==> config.mk <==
export PLATFORM = sky130hd
export DESIGN_NAME = edw_host_flat
export DESIGN_NICKNAME = d
export VERILOG_FILES = /design/src/rtl/edw_pkg.sv /design/src/rtl/edw_link_if.sv /design/src/rtl/edw_host.sv /design/src/flat_wrapper.sv
export SDC_FILE = /design/constraint.sdc
export NUM_CORES = 1
export LEC_CHECK = 0
export ABC_CLOCK_PERIOD_IN_PS = 9470
export BUFFER_PORTS_ARGS = -buffer_cell sky130_fd_sc_hd__buf_2
export CAP_MARGIN = 20
export CORE_UTILIZATION = 54
export CTS_BUF_LIST = sky130_fd_sc_hd__clkbuf_4 sky130_fd_sc_hd__clkbuf_8
export CTS_CLUSTER_DIAMETER = 200
export CTS_CLUSTER_SIZE = 25
export DETAILED_ROUTE_END_ITERATION = 10
export PLACE_DENSITY = 0.75
export SLEW_MARGIN = 20
export SYNTH_ARGS = -nofsm -noshare
export SYNTH_HDL_FRONTEND = slang
export SYNTH_SLANG_ARGS = --single-unit
export TNS_END_PERCENT = 5
==> constraint.sdc <==
create_clock -name ref_clk -period 9.47 [get_ports ref_clk]
set_input_delay 1.894 -clock ref_clk [delete_from_list [all_inputs] [get_ports ref_clk]]
set_output_delay 1.894 -clock ref_clk [all_outputs]
set_load 0.005 [all_outputs]
==> src/rtl/edw_pkg.sv <==
// Purpose: shared constants for the extended dma write command link
// Assumes: one clock for both ends
// Notes: link register indices are 4-bit, host offsets are byte addresses
`default_nettype none
package edw_pkg;
    // ----------------------------------------
    // link register indices
    // ----------------------------------------
    localparam logic [3:0] LR_COUNT = 4'h1;
    localparam logic [3:0] LR_LBA_LOW = 4'h2;
    localparam logic [3:0] LR_LBA_MID = 4'h3;
    localparam logic [3:0] LR_LBA_HIGH = 4'h4;
    localparam logic [3:0] LR_UNIT = 4'h6;
    localparam logic [3:0] LR_OPCODE = 4'h7;
    localparam logic [3:0] LR_COND = 4'h7;
    localparam logic [3:0] LR_FAULT = 4'h8;
    localparam logic [7:0] OP_DMA_WRITE_EXT = 8'h35;
    localparam logic [7:0] UNIT_LBA_MODE = 8'h40;
    // ----------------------------------------
    // flag bit positions, default sector words
    // ----------------------------------------
    localparam int FB_CRC = 7;
    localparam int FB_IDNF = 4;
    localparam int FB_ABORT = 2;
    localparam int SB_BUSY = 7;
    localparam int SB_READY = 6;
    localparam int SB_SEEK = 4;
    localparam int SB_DRQ = 3;
    localparam int SB_ERR = 0;
    localparam int SECTOR_WORDS_DEF = 256;
    // ----------------------------------------
    // host register byte offsets, irq and status bit positions
    // ----------------------------------------
    localparam logic [5:0] HO_CTRL = 6'h00;
    localparam logic [5:0] HO_LBA_LO = 6'h04;
    localparam logic [5:0] HO_LBA_HI = 6'h08;
    localparam logic [5:0] HO_COUNT = 6'h0C;
    localparam logic [5:0] HO_STATUS = 6'h10;
    localparam logic [5:0] HO_FAIL_LO = 6'h14;
    localparam logic [5:0] HO_FAIL_HI = 6'h18;
    localparam logic [5:0] HO_IRQ_STAT = 6'h1C;
    localparam logic [5:0] HO_IRQ_MASK = 6'h20;
    localparam logic [5:0] HO_OPCODE = 6'h24;
    localparam int IB_DONE = 0;
    localparam int IB_ERR = 1;
    localparam int HS_BUSY = 16;
endpackage : edw_pkg
`default_nettype wire

==> src/rtl/edw_link_if.sv <==
// Purpose: command block and dma wires between host adapter and device
// Assumes: both ends on ref_clk, every signal driven from a flop
// Notes: no clocking block
`default_nettype none
interface edw_link_if;
    logic reg_wr;
    logic reg_rd;
    logic [3:0] reg_addr;
    logic [7:0] reg_wdata;
    logic high_byte_select;
    logic [7:0] reg_rdata;
    logic dmarq;
    logic dmack;
    logic [15:0] dma_data;
    logic intrq;
    modport dev (input reg_wr, reg_rd, reg_addr, reg_wdata, high_byte_select, dmack,
        dma_data, output reg_rdata, dmarq, intrq);
    modport host (output reg_wr, reg_rd, reg_addr, reg_wdata, high_byte_select, dmack,
        dma_data, input reg_rdata, dmarq, intrq);
endinterface : edw_link_if
`default_nettype wire

==> src/rtl/edw_host.sv <==
// Purpose: host adapter: loads the command block, feeds dma words, reads back status
// Assumes: avalon-mm slave with waitrequest, one wait state per access
// Notes: dma words come from a source that advances on src_ack
`default_nettype none
module edw_host import edw_pkg::*; (
    // clock, reset, enable
    input wire logic ref_clk,
    input wire logic rst,
    input wire logic ce,
    // avalon-mm slave
    input wire logic [5:0] avs_address,
    input wire logic avs_read,
    input wire logic avs_write,
    input wire logic [31:0] avs_writedata,
    output logic [31:0] avs_readdata,
    output logic avs_waitrequest,
    output logic irq,
    // word source
    input wire logic [15:0] src_data,
    input wire logic src_valid,
    output logic src_ack,
    // link
    edw_link_if.host link
);
    typedef enum logic [2:0] {H_IDLE, H_SETUP, H_RUN, H_READ} edw_hstate_e;
    edw_hstate_e state;
    logic [47:0] lba;
    logic [15:0] count;
    logic [7:0] opcode;
    logic [1:0] irq_stat;
    logic [1:0] irq_mask;
    logic [7:0] cond_q;
    logic [7:0] fault_q;
    logic [47:0] fail_lba;
    logic [3:0] step;

    function automatic logic [3:0] setup_addr(input logic [3:0] s);
        if (s < 4'h2) setup_addr = LR_COUNT;
        else if (s < 4'h4) setup_addr = LR_LBA_LOW;
        else if (s < 4'h6) setup_addr = LR_LBA_MID;
        else if (s < 4'h8) setup_addr = LR_LBA_HIGH;
        else if (s == 4'h8) setup_addr = LR_UNIT;
        else setup_addr = LR_OPCODE;
    endfunction : setup_addr

    function automatic logic [3:0] read_addr(input logic [3:0] s);
        if (s == 4'h0) read_addr = LR_COND;
        else if (s == 4'h1) read_addr = LR_FAULT;
        else if (s == 4'h2 || s == 4'h5) read_addr = LR_LBA_LOW;
        else if (s == 4'h3 || s == 4'h6) read_addr = LR_LBA_MID;
        else read_addr = LR_LBA_HIGH;
    endfunction : read_addr

    // ----------------------------------------
    // decode
    // ----------------------------------------
    wire bus_req = (avs_read || avs_write) && avs_waitrequest;
    wire bus_wr = avs_write && !avs_waitrequest;
    wire go = bus_wr && avs_address == HO_CTRL && avs_writedata[0] && state == H_IDLE;
    // previous byte first, then current [RULE8] [RULE9] [RULE15]
    wire [7:0] setup_data = (step == 4'h0) ? count[15:8] :
        (step == 4'h1) ? count[7:0] :
        (step == 4'h2) ? lba[31:24] :
        (step == 4'h3) ? lba[7:0] :
        (step == 4'h4) ? lba[39:32] :
        (step == 4'h5) ? lba[15:8] :
        (step == 4'h6) ? lba[47:40] :
        (step == 4'h7) ? lba[23:16] :
        (step == 4'h8) ? UNIT_LBA_MODE : opcode;
    // take at most every other cycle so dmarq can drop after the last word [RULE5]
    wire take = state == H_RUN && link.dmarq && !link.dmack && !src_ack && src_valid;
    wire finished = state == H_READ && step == 4'h9;
    wire [1:0] irq_set = {finished && fault_q != 8'h00, finished};
    wire [1:0] irq_clr = (bus_wr && avs_address == HO_IRQ_STAT) ? avs_writedata[1:0] : 2'h0;
    wire [31:0] rd_mux = (avs_address == HO_CTRL) ? {31'h0, state != H_IDLE} :
        (avs_address == HO_LBA_LO) ? lba[31:0] :
        (avs_address == HO_LBA_HI) ? {16'h0, lba[47:32]} :
        (avs_address == HO_COUNT) ? {16'h0, count} :
        (avs_address == HO_STATUS) ? {15'h0, state != H_IDLE, fault_q, cond_q} :
        (avs_address == HO_FAIL_LO) ? fail_lba[31:0] :
        (avs_address == HO_FAIL_HI) ? {16'h0, fail_lba[47:32]} :
        (avs_address == HO_IRQ_STAT) ? {30'h0, irq_stat} :
        (avs_address == HO_IRQ_MASK) ? {30'h0, irq_mask} :
        (avs_address == HO_OPCODE) ? {24'h0, opcode} : 32'h0;

    // ----------------------------------------
    // avalon slave and software registers
    // ----------------------------------------
    always_ff @(posedge ref_clk or posedge rst) begin
        if (rst) begin
            avs_waitrequest <= 1'b1;
            avs_readdata <= 32'h0;
            lba <= 48'h0;
            count <= 16'h0;
            opcode <= OP_DMA_WRITE_EXT;
            irq_mask <= 2'h0;
            irq_stat <= 2'h0;
            irq <= 1'b0;
        end else if (ce) begin
            avs_waitrequest <= !bus_req;
            if (bus_req) avs_readdata <= rd_mux;
            if (bus_wr && avs_address == HO_LBA_LO) lba[31:0] <= avs_writedata;
            if (bus_wr && avs_address == HO_LBA_HI) lba[47:32] <= avs_writedata[15:0];
            if (bus_wr && avs_address == HO_COUNT) count <= avs_writedata[15:0];
            if (bus_wr && avs_address == HO_OPCODE) opcode <= avs_writedata[7:0];
            if (bus_wr && avs_address == HO_IRQ_MASK) irq_mask <= avs_writedata[1:0];
            // set beats a simultaneous clear
            irq_stat <= (irq_stat & ~irq_clr) | irq_set;
            irq <= |(((irq_stat & ~irq_clr) | irq_set) & irq_mask);
        end
    end

    // ----------------------------------------
    // command sequencer
    // ----------------------------------------
    always_ff @(posedge ref_clk or posedge rst) begin
        if (rst) begin
            state <= H_IDLE;
            step <= 4'h0;
            link.reg_wr <= 1'b0;
            link.reg_rd <= 1'b0;
            link.reg_addr <= 4'h0;
            link.reg_wdata <= 8'h0;
            link.high_byte_select <= 1'b0;
            link.dmack <= 1'b0;
            link.dma_data <= 16'h0;
            src_ack <= 1'b0;
            cond_q <= 8'h0;
            fault_q <= 8'h0;
            fail_lba <= 48'h0;
        end else if (ce) begin
            link.reg_wr <= 1'b0;
            link.reg_rd <= 1'b0;
            link.dmack <= take;
            src_ack <= take;
            if (take) link.dma_data <= src_data; // one word per ack [RULE3]
            case (state)
                H_IDLE: begin
                    step <= 4'h0;
                    if (go) state <= H_SETUP;
                end
                H_SETUP: begin
                    // dma path is armed only in H_RUN, entered on the same edge as the opcode write [RULE4]
                    link.reg_wr <= 1'b1;
                    link.reg_addr <= setup_addr(step);
                    link.reg_wdata <= setup_data;
                    link.high_byte_select <= 1'b0;
                    step <= step + 4'h1;
                    if (step == 4'h9) state <= H_RUN;
                end
                H_RUN: begin
                    step <= 4'h0;
                    if (link.intrq) state <= H_READ;
                end
                default: begin
                    // address flop plus reply flop: a read lands two steps after issue
                    if (step < 4'h8) begin
                        link.reg_rd <= 1'b1;
                        link.reg_addr <= read_addr(step);
                        link.high_byte_select <= step > 4'h4;
                    end
                    case (step)
                        4'h2: cond_q <= link.reg_rdata;
                        4'h3: fault_q <= link.reg_rdata;
                        4'h4: fail_lba[7:0] <= link.reg_rdata;
                        4'h5: fail_lba[15:8] <= link.reg_rdata;
                        4'h6: fail_lba[23:16] <= link.reg_rdata;
                        4'h7: fail_lba[31:24] <= link.reg_rdata;
                        4'h8: fail_lba[39:32] <= link.reg_rdata;
                        4'h9: fail_lba[47:40] <= link.reg_rdata;
                        default: ;
                    endcase
                    step <= step + 4'h1;
                    if (step == 4'h9) state <= H_IDLE;
                end
            endcase
        end
    end
endmodule : edw_host
`default_nettype wire

==> src/flat_wrapper.sv <==
// flat-port wrapper written by rule: the top's interface ports become plain ports
module edw_host_flat import edw_pkg::*;
  (ref_clk, rst, ce, avs_address, avs_read, avs_write, avs_writedata, avs_readdata, avs_waitrequest, irq, src_data, src_valid, src_ack, link_reg_wr, link_reg_rd, link_reg_addr, link_reg_wdata, link_high_byte_select, link_dmack, link_dma_data, link_reg_rdata, link_dmarq, link_intrq);
  edw_link_if link_i ();
  input wire logic ref_clk;
  input wire logic rst;
  input wire logic ce;
  input wire logic [5:0] avs_address;
  input wire logic avs_read;
  input wire logic avs_write;
  input wire logic [31:0] avs_writedata;
  output logic [31:0] avs_readdata;
  output logic avs_waitrequest;
  output logic irq;
  input wire logic [15:0] src_data;
  input wire logic src_valid;
  output logic src_ack;
  output wire logic [$bits(link_i.reg_wr)-1:0] link_reg_wr;
  output wire logic [$bits(link_i.reg_rd)-1:0] link_reg_rd;
  output wire logic [$bits(link_i.reg_addr)-1:0] link_reg_addr;
  output wire logic [$bits(link_i.reg_wdata)-1:0] link_reg_wdata;
  output wire logic [$bits(link_i.high_byte_select)-1:0] link_high_byte_select;
  output wire logic [$bits(link_i.dmack)-1:0] link_dmack;
  output wire logic [$bits(link_i.dma_data)-1:0] link_dma_data;
  input wire logic [$bits(link_i.reg_rdata)-1:0] link_reg_rdata;
  input wire logic [$bits(link_i.dmarq)-1:0] link_dmarq;
  input wire logic [$bits(link_i.intrq)-1:0] link_intrq;
  assign link_reg_wr = link_i.reg_wr;
  assign link_reg_rd = link_i.reg_rd;
  assign link_reg_addr = link_i.reg_addr;
  assign link_reg_wdata = link_i.reg_wdata;
  assign link_high_byte_select = link_i.high_byte_select;
  assign link_dmack = link_i.dmack;
  assign link_dma_data = link_i.dma_data;
  assign link_i.reg_rdata = link_reg_rdata;
  assign link_i.dmarq = link_dmarq;
  assign link_i.intrq = link_intrq;
  edw_host u_core (.ref_clk(ref_clk), .rst(rst), .ce(ce), .avs_address(avs_address), .avs_read(avs_read), .avs_write(avs_write), .avs_writedata(avs_writedata), .avs_readdata(avs_readdata), .avs_waitrequest(avs_waitrequest), .irq(irq), .src_data(src_data), .src_valid(src_valid), .src_ack(src_ack), .link(link_i));
endmodule
==> out/qor.csv <==
stage,metric,value,unit
global_routing,antenna_found_initial,0,
sta,hold_viol_final,0,
logic_synthesis,yosysSeqAreaShare,50.9,%
cts,clk_latency,0.52,ns
power_and_ir_drop,pwr-share-clk,17.9,%
flow_run,cap_violations,0,
power_and_ir_drop,switching_share,36.0,%
drt,vias,8183,
global_routing,grt_pass1_wl,45.8,mm
floorplanning,num_rows,50,
sta,rsz0062_at_grt,no,
cts,cts.htree.levels,1,
placed_design,post-place-ws,5.03,ns
hold_path,hp-class,flop to flop,
sta,tns,0,ns
setup_path,critPathMaxStageDelay,0.58,ns
cts,postCtsSetupBuffers,0,
floorplanning,die-width,141,um
finish,mostFrequentLayoutCells,"dfrtp_1, mux2_2, buf_2",
setup_path,crit_fanout,40,
power_and_ir_drop,p_comb_share,32.9,%
setup_path,cp.required,9.88,ns
outcome,status,completed,
cts,cts_tree,yes,
power_and_ir_drop,p_int,1.55,mW
finish,final_core_util,60.7,%
global_routing,track_usage,30.5,%
global_routing,grt_max_degree,145,
finish,drive_above_1_share,33.2,%
sta,fin_crit,3.94,ns
finish,areaGrowthSynthToFinish,9.66,%
power_and_ir_drop,netSwitchingPower,0.871,mW
cts,hold_buffers,0,
finish,nNetsFinal,1115,
cts,cts_resized,0,
placed_design,io_buffers,136,
drt,drt_wl_total,29.8,mm
cts,numCtsBuffers,12,
cts,cts_root_buffer,clkbuf_8,
sta,setup_viol,0,
global_routing,grt_overflow,0,
power_and_ir_drop,ir_drop,0.000118,V
placed_design,finalWeightedCongestion,0.937,
logic_synthesis,syn_nets,1020,
power_and_ir_drop,cellPowerDensity,212,mW/mm2
setup_path,path_buf_inv,1,
logic_synthesis,syn_area,0.0104,mm2
setup_path,cp_top_family,compound AO/OA/AOI/OAI gates,
global_routing,grt_pass1_vias,7959,
placed_design,hpwl,21.4,mm
cts,cts_buffer_depth,3,
sta,skew,0.0392,ns
floorplanning,pin_count,137,
sta,fmax,254,MHz
logic_synthesis,ys_ff_latch,212,
logic_synthesis,ys.flop_type,dfrtp_1,
drt,dr.pass1.iters,5,
logic_synthesis,synth_cell_types,67,
floorplanning,die_height,141,um
logic_synthesis,synth_cells,942,
logic_synthesis,synth_edf_count,0,
sta,fin_crit_sh,41.6,%
logic_synthesis,syn_area_per_cell,11.1,um2
cts,cts.sinks,212,
floorplanning,core-area,0.0188,mm2
drt,drt-vias-per-instance,6.29,
drt,drc,0,
setup_path,path_class,input pin to flop,
setup_path,slowest_stage,buf_2,
sta,max_slew.worst_pin.slew,1.09,ns
sta,maxSlewViolCount,0,
floorplanning,floorplan.initialDensity,55.4,%
setup_path,path_cells,"buf_2, nand2_1, or2_2, a2111oi_4, a221oi_1, o41ai_1",
setup_path,end_kind,flop,
sta,finalWorstSetupSlack,5.53,ns
setup_path,arrival,4.35,ns
finish,layout.cells.most_common,dfrtp_1,
drt,avgRoutedWirePerCell,22.9,um
floorplanning,dieArea,0.0199,mm2
logic_synthesis,yosys_warnings,0,
power_and_ir_drop,power.leakage,5.36,nW
cts,clk_pin_slew,0.17,ns
logic_synthesis,synthArstFlopShare,100,%
finish,antenna_cells,0,
sta,slew_headroom,27.6,%
power_and_ir_drop,seq_power_share,49.1,%
setup_path,critPathLaunchType,input pin,
drt,dr.first_iter.drc_count,845,
drt,ant_nets,0,
[layout make-up]
class                      instances  area (um2)
multi-input combinational        648        4750
clock buffer                      17         209
clock inverter                     1        16.3
sequential                       212        5310
fill                            1586        7390
inverter                          19        78.8
tap                              260         325
timing repair buffer             144         741
[stage by stage]
stage	area, um2	cells	hold slack, ns	power [mW]
after CTS	11400	1301	0.502	2.42
after detailed placement	11200	1283	0.465	1.99
after global routing	11400	1301	0.532	2.55
after floorplan	10400	942	0.464	1.70
after global placement	11200	1283	0.464	1.97
final	11400	1301	0.505	2.42
[tightest hold or removal path: stages (launching register included)]
cell     delay [ns]
dfrtp_1        0.38
nand2_1        0.05
o41ai_1        0.05
[cell usage after synthesis, drive strengths merged (2+ instances only)]
master   instances  area, um2
a2111oi          2       36.3
a211oi           4       30.0
a21boi           5       37.5
a21o             4       30.0
a21oi           43        215
a221o            4       40.0
a221oi          36        315
a22oi           17        128
a31o             5       43.8
a31oi           12       75.1
and2             4       25.0
and3             3       18.8
buf             24        154
clkbuf          39        146
dfrtp          207       5180
dfstp            5        131
ha               8        100
inv             19       71.3
mux2           158       1780
mux2i            3       30.0
nand2           58        218
nand2b           9       56.3
nand3           14       70.1
nor2            88        345
nor2b           11       68.8
nor3            18        111
nor3b            2       15.0
nor4             3       33.8
o211ai           3       22.5
o21ai           61        305
o21bai           2       15.0
o221ai           6       52.6
o22a             6       52.6
o22ai           14       87.6
o311ai           2       17.5
o31ai            3       22.5
o32ai            6       52.6
o41ai           10        103
or3              7       43.8
or4b             2       23.8
[final timing paths]
path / slack [ns] / endpoint / start / cells after the start
worst max register to register: 6.63 / u_core.link.reg_wdata[2] / u_core.step[1] / 7
max in group asynchronous: 6.44 / u_core.link.dma_data[2] / rst / 3
worst min register to register: 0.50 / u_core.link.reg_addr[3] / u_core.link.reg_addr[3] / 2
worst min-delay path: 0.50 / u_core.link.reg_addr[3] / u_core.link.reg_addr[3] / 2
worst max-delay path: 5.53 / u_core.avs_readdata[12] / avs_address[2] / 6
min in group asynchronous: 1.56 / u_core.fault_q[6] / rst / 2
[power groups by stage]
stage / clock network, mW / logic (mW) / registers, mW
6_report: 0.434 / 0.797 / 1.19
3_5_place_dp: 0 / 0.788 / 1.20
2_1_floorplan: 0 / 0.527 / 1.17
3_3_place_gp: 0 / 0.770 / 1.20
5_1_grt: 0.470 / 0.876 / 1.21
4_1_cts: 0.439 / 0.790 / 1.19
[metal layers]
metal,global-route usage (%),wire [um]
met1,42.0,12200
met2,48.2,13800
met3,4.82,2460
met4,13.3,1280
met5,0,0
[flip-flops by register name, summed over array words and instances (netlist names), 8 cells and up]
name and cells:
u_core.fail_lba 48, u_core.lba 48, u_core.avs_readdata 32, u_core.count 16, u_core.link.dma_data 16, u_core.cond_q 8, u_core.fault_q 8, u_core.link.reg_wdata 8
u_core.opcode 8
[cells by family after synthesis]
kind of cell,after synthesis,synth area share (%)
and+or+nand+nor,224,10.2
xor gates and xnor gates,1,0.0840
buffers and inverters,82,3.56
muxes,161,17.3
adders and majority gates,8,0.960
AOI/OAI and AO/OA,254,16.9
DFF,212,50.9
(Power assumes the default switching activity.)
